--- src/logic/rslc_pkg.sv ---
// constants, types and decode helpers for the remote setting and limit compare
// Contract
// - discard a remote code that is not permitted; keep the present setting
// - speed bits b,a decode 01 fast, 10 medium, 11 slow
// - hold, null, compare and buzzer lines: true turns on, false turns off
// - remote lines are active low: grounded means true, open means false
// - remote code is latched and applied only on the strobe falling edge
// - either of two external start inputs, ORed, starts a sampling cycle
// - result above upper limit is high, below lower is low, else pass
// - exactly one of high, pass, low outputs is high, the latest result
// - only the isolated output of the current judgment is on, others off
// - an active-low compare-end pulse follows each determined result
// - on a decibel calculation error the previous result is held unchanged
// - buzzer sounds on selectable condition: high, pass, low, high or low
// - limits are a five-digit signed mantissa with a decimal exponent
// - range code 0000 is auto ranging, ascending codes ascending ranges
// - function code selects the function, latched on the same strobe edge
package rslc_pkg;

  // wishbone register byte offsets
  localparam int         ADR_W        = 8;
  localparam logic [7:0] OFS_CTRL     = 8'h00;
  localparam logic [7:0] OFS_HI_LIM   = 8'h04;
  localparam logic [7:0] OFS_LO_LIM   = 8'h08;
  localparam logic [7:0] OFS_SETTING  = 8'h0c;
  localparam logic [7:0] OFS_RESULT   = 8'h10;
  localparam logic [7:0] OFS_IRQ_STAT = 8'h14;
  localparam logic [7:0] OFS_IRQ_MASK = 8'h18;

  // limit word layout
  localparam int MANT_W   = 18;
  localparam int EXP_W    = 4;
  localparam int EXP_LSB  = 24;
  localparam int EXP_MIN  = -3;
  localparam int EXP_MAX  = 6;
  localparam int SCL_W    = 48;

  // setting word layout
  localparam int SET_FUNC_LSB = 4;
  localparam int SET_SPD_LSB  = 8;
  localparam int SET_HOLD     = 10;
  localparam int SET_NULL     = 11;
  localparam int SET_COMP     = 12;
  localparam int SET_BEEP     = 13;

  // interrupt status bits
  localparam int IRQ_W        = 4;
  localparam int IRQ_APPLIED  = 0;
  localparam int IRQ_REJECTED = 1;
  localparam int IRQ_JUDGED   = 2;
  localparam int IRQ_SAMPLE   = 3;

  // reset values
  localparam logic [3:0]  RST_RANGE = 4'h0;
  localparam logic [3:0]  RST_FUNC  = 4'h1;
  localparam logic [1:0]  RST_SPEED = 2'h3;
  localparam logic [31:0] RST_LIMIT = 32'h0000_0000;
  localparam logic [3:0]  RST_MASK  = 4'h0;

  // speed codes (b,a)
  localparam logic [1:0] SPD_FAST = 2'h1;
  localparam logic [1:0] SPD_MID  = 2'h2;
  localparam logic [1:0] SPD_SLOW = 2'h3;

  // highest permitted range code
  localparam logic [3:0] RANGE_MAX = 4'h9;

  // remote pin vector positions
  localparam int PIN_W     = 17;
  localparam int PIN_SPD   = 8;
  localparam int PIN_HOLD  = 10;
  localparam int PIN_NULL  = 11;
  localparam int PIN_COMP  = 12;
  localparam int PIN_BEEP  = 13;
  localparam int PIN_STB   = 14;
  localparam int PIN_TRG_R = 15;
  localparam int PIN_TRG_D = 16;

  // compare-end pulse width
  localparam int CLK_NS      = 20;
  localparam int JUDGMENT_DONE_N_NS  = 10000;
  localparam int JUDGMENT_DONE_N_CYC = (JUDGMENT_DONE_N_NS + CLK_NS - 1) / CLK_NS;
  localparam int DONE_W      = 9;

  typedef enum logic [1:0] {
    BUZ_HI   = 2'b00,
    BUZ_PASS = 2'b01,
    BUZ_LO   = 2'b11,
    BUZ_HILO = 2'b10
  } rslc_buz_t;

  function automatic logic func_ok(input logic [3:0] code);
    unique case (code)
      4'h1, 4'h2, 4'h3, 4'h4, 4'h5, 4'h6, 4'h7,
      4'h8, 4'h9, 4'hb, 4'hc, 4'hd, 4'he: func_ok = 1'b1;
      default:                           func_ok = 1'b0;
    endcase
  endfunction

  function automatic logic speed_ok(input logic [1:0] code);
    speed_ok = (code != 2'h0);
  endfunction

endpackage

--- src/logic/rslc_judge.sv ---
// digital limit comparator with mantissa/exponent scaling
`timescale 1ns/100ps
module rslc_judge #(
  parameter int MW = rslc_pkg::MANT_W,
  parameter int EW = rslc_pkg::EXP_W
) (
  input  wire logic                 clk,
  input  wire logic                 rst_b,
  input  wire logic                 meas_valid,
  input  wire logic signed [MW-1:0] meas_mant,
  input  wire logic signed [EW-1:0] meas_exp,
  input  wire logic                 meas_db_err,
  input  wire logic                 comp_en,
  input  wire logic signed [MW-1:0] hi_mant,
  input  wire logic signed [EW-1:0] hi_exp,
  input  wire logic signed [MW-1:0] lo_mant,
  input  wire logic signed [EW-1:0] lo_exp,
  output logic                      judge_valid,
  output logic                      judge_hi,
  output logic                      judge_pass,
  output logic                      judge_lo
);
  import rslc_pkg::*;

  if (MW < MANT_W || MW > 32 || EW < EXP_W || EW > 8)
    $error("rslc_judge: unsupported mantissa or exponent width");

  typedef logic signed [SCL_W-1:0] rslc_scl_t;

  // value scaled to the smallest exponent step
  function automatic rslc_scl_t scale(input logic signed [MW-1:0] m,
                                      input logic signed [EW-1:0] e);
    rslc_scl_t p;
    rslc_scl_t mw;
    mw = SCL_W'(m);
    unique case (int'(e))
      -3:      p = 48'sh1;
      -2:      p = 48'sha;
      -1:      p = 48'sh64;
      0:       p = 48'sh3e8;
      1:       p = 48'sh2710;
      2:       p = 48'sh186a0;
      3:       p = 48'shf4240;
      4:       p = 48'sh989680;
      5:       p = 48'sh5f5e100;
      6:       p = 48'sh3b9aca00;
      default: p = 48'sh0;
    endcase
    scale = SCL_W'(mw * p);
  endfunction

  wire rslc_scl_t meas_s = scale(meas_mant, meas_exp);
  wire rslc_scl_t hi_s   = scale(hi_mant, hi_exp);
  wire rslc_scl_t lo_s   = scale(lo_mant, lo_exp);
  wire            above  = meas_s > hi_s;
  wire            below  = meas_s < lo_s;
  wire            take   = meas_valid & comp_en & ~meas_db_err;

  always_ff @(posedge clk or negedge rst_b) begin
    if (!rst_b) begin
      judge_valid <= 1'b0;
      judge_hi    <= 1'b0;
      judge_pass  <= 1'b1;
      judge_lo    <= 1'b0;
    end else begin
      judge_valid <= take;
      if (take) begin
        judge_hi   <= above;
        judge_lo   <= ~above & below;
        judge_pass <= ~above & ~below;
      end
    end
  end
endmodule

--- src/logic/rslc_top.sv ---
// remote setting decode, limit compare and wishbone register file
//
// Implementation choices: register access over Wishbone and the register offsets.
`timescale 1ns/100ps
module rslc_top (
  input  wire logic                             clk,
  input  wire logic                             rst_b,
  // wishbone classic slave
  input  wire logic                             wb_cyc_i,
  input  wire logic                             wb_stb_i,
  input  wire logic                             wb_we_i,
  input  wire logic [rslc_pkg::ADR_W-1:0]       wb_adr_i,
  input  wire logic [3:0]                       wb_sel_i,
  input  wire logic [31:0]                      wb_dat_i,
  output logic      [31:0]                      wb_dat_o,
  output logic                                  wb_ack_o,
  output logic                                  irq,
  // remote connector, all active low
  input  wire logic                             range_code_bit0_n,
  input  wire logic                             range_code_bit1_n,
  input  wire logic                             range_code_bit2_n,
  input  wire logic                             range_code_bit3_n,
  input  wire logic                             func_code_bit0_n,
  input  wire logic                             func_code_bit1_n,
  input  wire logic                             func_code_bit2_n,
  input  wire logic                             func_code_bit3_n,
  input  wire logic                             sample_speed_bit_a,
  input  wire logic                             sample_speed_bit_b,
  input  wire logic                             hold_on_n,
  input  wire logic                             null_on_n,
  input  wire logic                             compare_on_n,
  input  wire logic                             beeper_on_n,
  input  wire logic                             strobe_n,
  input  wire logic                             ext_trigger_remote_n,
  input  wire logic                             ext_trigger_dataport_n,
  // measurement result from the converter
  input  wire logic                             meas_valid,
  input  wire logic signed [rslc_pkg::MANT_W-1:0] meas_mant,
  input  wire logic signed [rslc_pkg::EXP_W-1:0]  meas_exp,
  input  wire logic                             meas_db_err,
  // applied settings and the sampling start pulse
  output logic      [3:0]                       range_sel,
  output logic      [3:0]                       func_sel,
  output logic      [1:0]                       speed_sel,
  output logic                                  hold_en,
  output logic                                  null_en,
  output logic                                  comp_en,
  output logic                                  beeper_en,
  output logic                                  sample_start,
  // comparison outputs
  output logic                                  cmp_hi,
  output logic                                  cmp_pass,
  output logic                                  cmp_lo,
  output logic                                  relay_hi_on,
  output logic                                  relay_pass_on,
  output logic                                  relay_lo_on,
  output logic                                  judgment_done_n,
  output logic                                  buzzer
);
  import rslc_pkg::*;

  ////////////////////////////////////////////////////////////////////////////
  // input synchroniser and edge detection

  logic [PIN_W-1:0] pins_n;
  logic [PIN_W-1:0] sync1_q;
  logic [PIN_W-1:0] sync2_q;
  logic             stb_prev_q;
  logic             trg_prev_q;

  assign pins_n = {ext_trigger_dataport_n, ext_trigger_remote_n, strobe_n,
                   beeper_on_n, compare_on_n, null_on_n, hold_on_n,
                   sample_speed_bit_b, sample_speed_bit_a,
                   func_code_bit3_n, func_code_bit2_n,
                   func_code_bit1_n, func_code_bit0_n,
                   range_code_bit3_n, range_code_bit2_n,
                   range_code_bit1_n, range_code_bit0_n};

  always_ff @(posedge clk or negedge rst_b) begin
    if (!rst_b) begin
      sync1_q <= '1;
      sync2_q <= '1;
    end else begin
      sync1_q <= pins_n;
      sync2_q <= sync1_q;
    end
  end

  // grounded line reads as true
  wire [PIN_W-1:0] pin_true  = ~sync2_q;
  wire [3:0]       range_in  = pin_true[3:0];
  wire [3:0]       func_in   = pin_true[7:4];
  wire [1:0]       speed_in  = pin_true[PIN_SPD+1:PIN_SPD];
  wire             trg_any   = pin_true[PIN_TRG_R] | pin_true[PIN_TRG_D];
  wire             stb_fall  = pin_true[PIN_STB] & ~stb_prev_q;
  wire             trg_rise  = trg_any & ~trg_prev_q;
  wire             range_ok  = range_in <= RANGE_MAX;
  wire             f_ok      = func_ok(func_in);
  wire             s_ok      = speed_ok(speed_in);
  wire             rejected  = stb_fall & ~(range_ok & f_ok & s_ok);

  ////////////////////////////////////////////////////////////////////////////
  // remote settings

  logic [3:0] range_q;
  logic [3:0] func_q;
  logic [1:0] speed_q;
  logic       hold_q;
  logic       null_q;
  logic       comp_q;
  logic       beep_q;
  logic       start_q;

  always_ff @(posedge clk or negedge rst_b) begin
    if (!rst_b) begin
      stb_prev_q <= 1'b0;
      trg_prev_q <= 1'b0;
      start_q    <= 1'b0;
    end else begin
      stb_prev_q <= pin_true[PIN_STB];
      trg_prev_q <= trg_any;
      start_q    <= trg_rise;
    end
  end

  always_ff @(posedge clk or negedge rst_b) begin
    if (!rst_b) begin
      range_q <= RST_RANGE;
      func_q  <= RST_FUNC;
      speed_q <= RST_SPEED;
      hold_q  <= 1'b0;
      null_q  <= 1'b0;
      comp_q  <= 1'b0;
      beep_q  <= 1'b0;
    end else if (stb_fall) begin
      if (range_ok) range_q <= range_in;
      if (f_ok) func_q <= func_in;
      if (s_ok) speed_q <= speed_in;
      hold_q <= pin_true[PIN_HOLD];
      null_q <= pin_true[PIN_NULL];
      comp_q <= pin_true[PIN_COMP];
      beep_q <= pin_true[PIN_BEEP];
    end
  end

  assign range_sel    = range_q;
  assign func_sel     = func_q;
  assign speed_sel    = speed_q;
  assign hold_en      = hold_q;
  assign null_en      = null_q;
  assign comp_en      = comp_q;
  assign beeper_en    = beep_q;
  assign sample_start = start_q;

  ////////////////////////////////////////////////////////////////////////////
  // comparator, compare-end pulse, buzzer

  logic [31:0]       ctrl_q;
  logic [31:0]       hi_lim_q;
  logic [31:0]       lo_lim_q;
  logic              judge_valid;
  logic [DONE_W-1:0] done_cnt_q;
  logic              done_n_q;
  logic              buzz_q;

  rslc_judge #(.MW(MANT_W), .EW(EXP_W)) u_judge (
    .clk         (clk),
    .rst_b       (rst_b),
    .meas_valid  (meas_valid),
    .meas_mant   (meas_mant),
    .meas_exp    (meas_exp),
    .meas_db_err (meas_db_err),
    .comp_en     (comp_q),
    .hi_mant     (hi_lim_q[MANT_W-1:0]),
    .hi_exp      (hi_lim_q[EXP_LSB+EXP_W-1:EXP_LSB]),
    .lo_mant     (lo_lim_q[MANT_W-1:0]),
    .lo_exp      (lo_lim_q[EXP_LSB+EXP_W-1:EXP_LSB]),
    .judge_valid (judge_valid),
    .judge_hi    (cmp_hi),
    .judge_pass  (cmp_pass),
    .judge_lo    (cmp_lo)
  );

  // isolated outputs follow the logic outputs one to one
  assign relay_hi_on   = cmp_hi;
  assign relay_pass_on = cmp_pass;
  assign relay_lo_on   = cmp_lo;

  wire rslc_buz_t buz_cond = rslc_buz_t'(ctrl_q[1:0]);
  logic           buz_hit;
  always_comb begin
    unique case (buz_cond)
      BUZ_HI:   buz_hit = cmp_hi;
      BUZ_PASS: buz_hit = cmp_pass;
      BUZ_LO:   buz_hit = cmp_lo;
      BUZ_HILO: buz_hit = cmp_hi | cmp_lo;
    endcase
  end

  always_ff @(posedge clk or negedge rst_b) begin
    if (!rst_b) begin
      done_cnt_q <= '0;
      done_n_q   <= 1'b1;
      buzz_q     <= 1'b0;
    end else begin
      done_n_q <= ~(judge_valid | (done_cnt_q != '0));
      if (judge_valid)
        done_cnt_q <= DONE_W'(JUDGMENT_DONE_N_CYC - 1);
      else if (done_cnt_q != '0)
        done_cnt_q <= done_cnt_q - 1'b1;
      buzz_q <= beep_q & comp_q & buz_hit;
    end
  end

  assign judgment_done_n = done_n_q;
  assign buzzer          = buzz_q;

  ////////////////////////////////////////////////////////////////////////////
  // wishbone register file and interrupt

  function automatic logic [31:0] wmerge(input logic [31:0] old,
                                         input logic [31:0] nw,
                                         input logic [3:0]  sel);
    for (int i = 0; i < 4; i++)
      wmerge[i*8 +: 8] = sel[i] ? nw[i*8 +: 8] : old[i*8 +: 8];
  endfunction

  logic [IRQ_W-1:0] stat_q;
  logic [IRQ_W-1:0] mask_q;
  logic             ack_q;
  logic [31:0]      rdat_q;

  wire        req      = wb_cyc_i & wb_stb_i & ~ack_q;
  wire        wr       = req & wb_we_i;
  wire        rd       = req & ~wb_we_i;
  wire        sel_ctrl = wb_adr_i == OFS_CTRL;
  wire        sel_hi   = wb_adr_i == OFS_HI_LIM;
  wire        sel_lo   = wb_adr_i == OFS_LO_LIM;
  wire        sel_mask = wb_adr_i == OFS_IRQ_MASK;
  wire        sel_stat = wb_adr_i == OFS_IRQ_STAT;
  wire [31:0] setting  = 32'({beep_q, comp_q, null_q, hold_q,
                              speed_q, func_q, range_q});
  wire [31:0] result   = 32'({cmp_lo, cmp_pass, cmp_hi});
  wire [31:0] rd_word  =
      sel_ctrl                  ? ctrl_q               :
      sel_hi                    ? hi_lim_q             :
      sel_lo                    ? lo_lim_q             :
      wb_adr_i == OFS_SETTING   ? setting              :
      wb_adr_i == OFS_RESULT    ? result               :
      sel_stat                  ? 32'(stat_q)          :
      sel_mask                  ? 32'(mask_q)          : 32'h0000_0000;
  wire [IRQ_W-1:0] ev  = {start_q, judge_valid, rejected, stb_fall & ~rejected};
  wire [IRQ_W-1:0] clr = (rd & sel_stat) ? '1 : '0;
  wire [31:0] lim_msk  = 32'((1 << (EXP_LSB + EXP_W)) - (1 << EXP_LSB)) |
                         32'((1 << MANT_W) - 1);

  always_ff @(posedge clk or negedge rst_b) begin
    if (!rst_b) begin
      ack_q    <= 1'b0;
      rdat_q   <= '0;
      ctrl_q   <= '0;
      hi_lim_q <= RST_LIMIT;
      lo_lim_q <= RST_LIMIT;
      mask_q   <= RST_MASK;
      stat_q   <= '0;
    end else begin
      ack_q  <= req;
      rdat_q <= rd ? rd_word : rdat_q;
      if (wr & sel_ctrl)
        ctrl_q <= wmerge(ctrl_q, wb_dat_i, wb_sel_i) & 32'h0000_0003;
      if (wr & sel_hi)
        hi_lim_q <= wmerge(hi_lim_q, wb_dat_i, wb_sel_i) & lim_msk;
      if (wr & sel_lo)
        lo_lim_q <= wmerge(lo_lim_q, wb_dat_i, wb_sel_i) & lim_msk;
      if (wr & sel_mask & wb_sel_i[0])
        mask_q <= wb_dat_i[IRQ_W-1:0];
      stat_q <= (stat_q & ~clr) | ev;  // set wins over read-clear
    end
  end

  assign wb_ack_o = ack_q;
  assign wb_dat_o = rdat_q;
  assign irq      = |(stat_q & mask_q);

  wire trg_pin_any = ~ext_trigger_remote_n | ~ext_trigger_dataport_n;
endmodule

--- config.mk ---
export PLATFORM = sky130hd
export DESIGN_NAME = rslc_top
export DESIGN_NICKNAME = d
export VERILOG_FILES = /design/src/logic/rslc_pkg.sv /design/src/logic/rslc_judge.sv /design/src/logic/rslc_top.sv
export SDC_FILE = /design/constraint.sdc
export NUM_CORES = 2
export LEC_CHECK = 0
export BUFFER_PORTS_ARGS = -buffer_cell sky130_fd_sc_hd__buf_4
export CORE_MARGIN = 2
export CORE_UTILIZATION = 62
export DETAILED_ROUTE_END_ITERATION = 6
export GPL_TIMING_DRIVEN = 0
export HOLD_SLACK_MARGIN = 0.02
export PLACE_DENSITY = 0.9
export SLEW_MARGIN = 20
export SYNTH_ARGS = -nofsm -noshare
export SYNTH_HDL_FRONTEND = slang
export SYNTH_HIERARCHICAL = 1
export SYNTH_SLANG_ARGS = --single-unit
--- constraint.sdc ---
create_clock -name clk -period 10.3 [get_ports clk]
set_input_delay 2.06 -clock clk [delete_from_list [all_inputs] [get_ports clk]]
set_output_delay 2.06 -clock clk [all_outputs]
set_load 0.05 [all_outputs]
==> metrics.cfg <==
[critical_path]
worst-setup-path-type = input pin to register
critPathCaptureType = register
cp.arrival_ns = 11.23
startpoint = meas_exp[1]
max_stage_delay_ns = 0.55
crit_slowest_cell = fa_2
cp_common_cell = fa_1
worstSetupEndpoint = u_judge/judge_pass
cp_max_fo = 8
crit_path_start_kind = input pin
r2r-start = lo_lim_q[27]
reg2reg_slack_ns = -0.38
worstReg2RegEnd = u_judge/judge_pass
crit_required_ns = 10.66
reg2reg_depth = 36

[yosys]
syn_inst = 6693
seq_area_frac_synth = 0.0610
synthArstFlopShare = 1.00
ys.warnings.count = 6
ys_types = 97
syn_avg_cell_area_sq_um = 8.88
ys_ff_latch = 143
ys.flop_type = dfrtp_1
syn_area_sq_mm = 0.0595
synth_edf_count = 0

[run_status]
status = finished, violations left
violations = negative setup slack

[drt]
postRouteWirelength_um = 199000
drtPass1Iterations = 6
ant_nets = 0
via_per_inst = 5.88
drc = 0
vias = 48300
wl_per_cell_um = 24.2
drt_iter0_drc = 4814

[sta]
max-slew-margin-rel = 0.229
finalCritPeriodShare = 1.06
fmax_mhz = 92.0
finalCriticalPeriod_ns = 10.87
fin_worst_skew_ns = 0.00806
rsz0062_at_grt = yes
hold_viol_final = 0
holdWs_ns = 0.355
drv_slew = 0
layout_setup_ws_ns = -0.574
worst_slew_pin_slew_ns = 1.14
setup_violations = 3

[clocking]
cts_buffer_depth = 2
cts.sink_count = 143
clk_latency_ns = 0.42
cts_inserted_buffers = 17
cts.clk_slew.worst_paths_ns = 0.06
cts_tree = yes
cts_root_buf = clkbuf_16
htree_levels = 4

[global_route]
grt_max_degree = 97
antenna_found_initial = 3
grt_pass1_wl_um = 305000
use_met3 = 0.101
grt.busiest_layer = met2
grt_pass1_vias = 51800
use_met1 = 0.521
grt_overflow = 0
grt_util_met2 = 0.666
grt_usage = 0.415

[placement]
place_congestion = 1.06
hpwl_um = 168000
pre_cts_ws_ns = -2.83
portBuffers = 121

[floorplan]
core-area_sq_mm = 0.0950
die-area_sq_mm = 0.0984
die_w_um = 314
die_y_um = 314
io-pin-count = 147
num_rows = 113
initial_core_util = 0.626

[final_layout]
final_common_cell = inv_1
seq_area_sq_mm = 0.00363
multiInputGateArea_sq_mm = 0.0490
layout-drive-gt1-share = 0.102
final_cell_mix = 1805 x inv_1, 1337 x fa_1, 822 x nand2_1
num-fill-cells = 7544
nets = 8916
syn_to_final_growth_pct = 9.42

[flow_run]
drv_cap = 0

[power_and_ir_drop]
p_int_mw = 3.18
p_switching_mw = 3.51
pwr-share-comb = 0.810
cellLeakagePower_nw = 34.3
power.share.clock = 0.094
seqPwrFrac = 0.097
switching_share = 0.525
power_density_mw_per_mm2 = 103
ir_worst_vdd_uv = 239

[hold_path]
hp-class = register to register

## cells by family after synthesis
| group | share of synthesized area |
|---|---|
| AOI/OAI and AO/OA | 0.0681 |
| DFF | 0.0610 |
| muxes | 0.00991 |
| and+or+nand+nor | 0.140 |
| xor gates and xnor gates | 0.0210 |
| adders and majority gates | 0.567 |
| buffers and inverters | 0.132 |
| other | 0.0000631 |
## routing by layer
layer  share of wire  routed length [um]
met3            0.11               21300
met2            0.46               91400
met1            0.36               72100
met5        0.000096                  19
met4           0.070               13800
## through the flow
| step | util | total power [mW] | area [sq um] | instances | setup TNS, ns |
|---|---|---|---|---|---|
| finish | 0.685 | 6.69 | 65100 | 8216 | -1.66 |
| global route | 0.685 | 7.27 | 65100 | 8215 | -2.35 |
| global placement | 0.654 | 5.28 | 62100 | 8088 | -8.09 |
| detailed placement | 0.655 | 5.47 | 62200 | 8092 | -8.37 |
| CTS | 0.680 | 6.36 | 64600 | 8199 | -1.54 |
| floorplan | - | 4.12 | 59600 | 6702 | 0 |
## worst min-delay path by stage
stage | startpoint | endpoint | slack, ns | cells past startpoint
2_1_floorplan | sync1_q[0] | sync2_q[0] | 0.35 | 0
3_5_place_dp | sync1_q[11] | sync2_q[11] | 0.35 | 0
5_1_grt | sync1_q[9] | sync2_q[9] | 0.35 | 0
4_1_cts | sync1_q[9] | sync2_q[9] | 0.35 | 0
6_report | sync1_q[16] | sync2_q[16] | 0.35 | 0
3_3_place_gp | sync1_q[16] | sync2_q[16] | 0.35 | 0
## power by group through the flow
stage	Sequential (mW)	Combinational [mW]	Clock (mW)
floorplan	0.688	3.43	0
CTS	0.646	5.09	0.628
global route	0.650	5.97	0.652
detailed placement	0.655	4.82	0
finish	0.648	5.42	0.626
global placement	0.652	4.63	0
## worst max-delay path, delay by kind of cell
kind | cells | cell delay [ns]
adder cells (fa/ha/maj) | 8 | 3.60
AND/OR/NAND/NOR | 13 | 2.60
AO/OA/AOI/OAI | 11 | 2.05
buffers and inverters | 9 | 0.91
## cell usage after synthesis (all sizes together) (20+ instances only)
cell	n	area [sq um]
inv	1814	6810
ha	548	6860
nand2	837	3140
xor2	53	464
o21ai	163	827
or3	23	150
nand3	80	405
dfrtp	104	2600
or2	33	209
clkbuf	235	883
o21a	20	150
dfstp	39	1020
a21oi	215	1080
xnor2	85	763
and3	26	164
a21o	83	624
buf	25	169
nand4	39	244
and2	339	2120
fa	1341	26800
nor2b	33	206
nor2	209	803
nor3	30	160
nand2b	61	382
mux2	52	589
## area by class of cell
type                    instances  share of cell area
plain buffers                 251              0.0233
flip-flops and latches        143              0.0558
repair buffers                225              0.0286
multi-input cells            4483               0.754
well taps                    1265              0.0243
diodes                          1           0.0000385
inverters                    1816               0.105
clock inverters                13             0.00237
clock buffers                  19             0.00681
## sequential cells by signal, indices dropped and copies added (netlist names), 4 cells and up
| register | flops |
|---|---|
| sync1_q | 17 |
| hi_lim_q | 22 |
| wb_dat_o | 22 |
| lo_lim_q | 22 |
| stat_q | 4 |
| func_sel | 4 |
| range_sel | 4 |
| mask_q | 4 |
| done_cnt_q | 9 |
| sync2_q | 17 |
## what timing repair did
action,in CTS,in global routing
buffers inserted,78,19
resized for setup,293,136
hold endpoints to repair,0,0
pin swaps,54,44
hold buffers,0,0
setup endpoints to repair,3,3
gates cloned,3,0
Power figures use the tool's default switching activity.
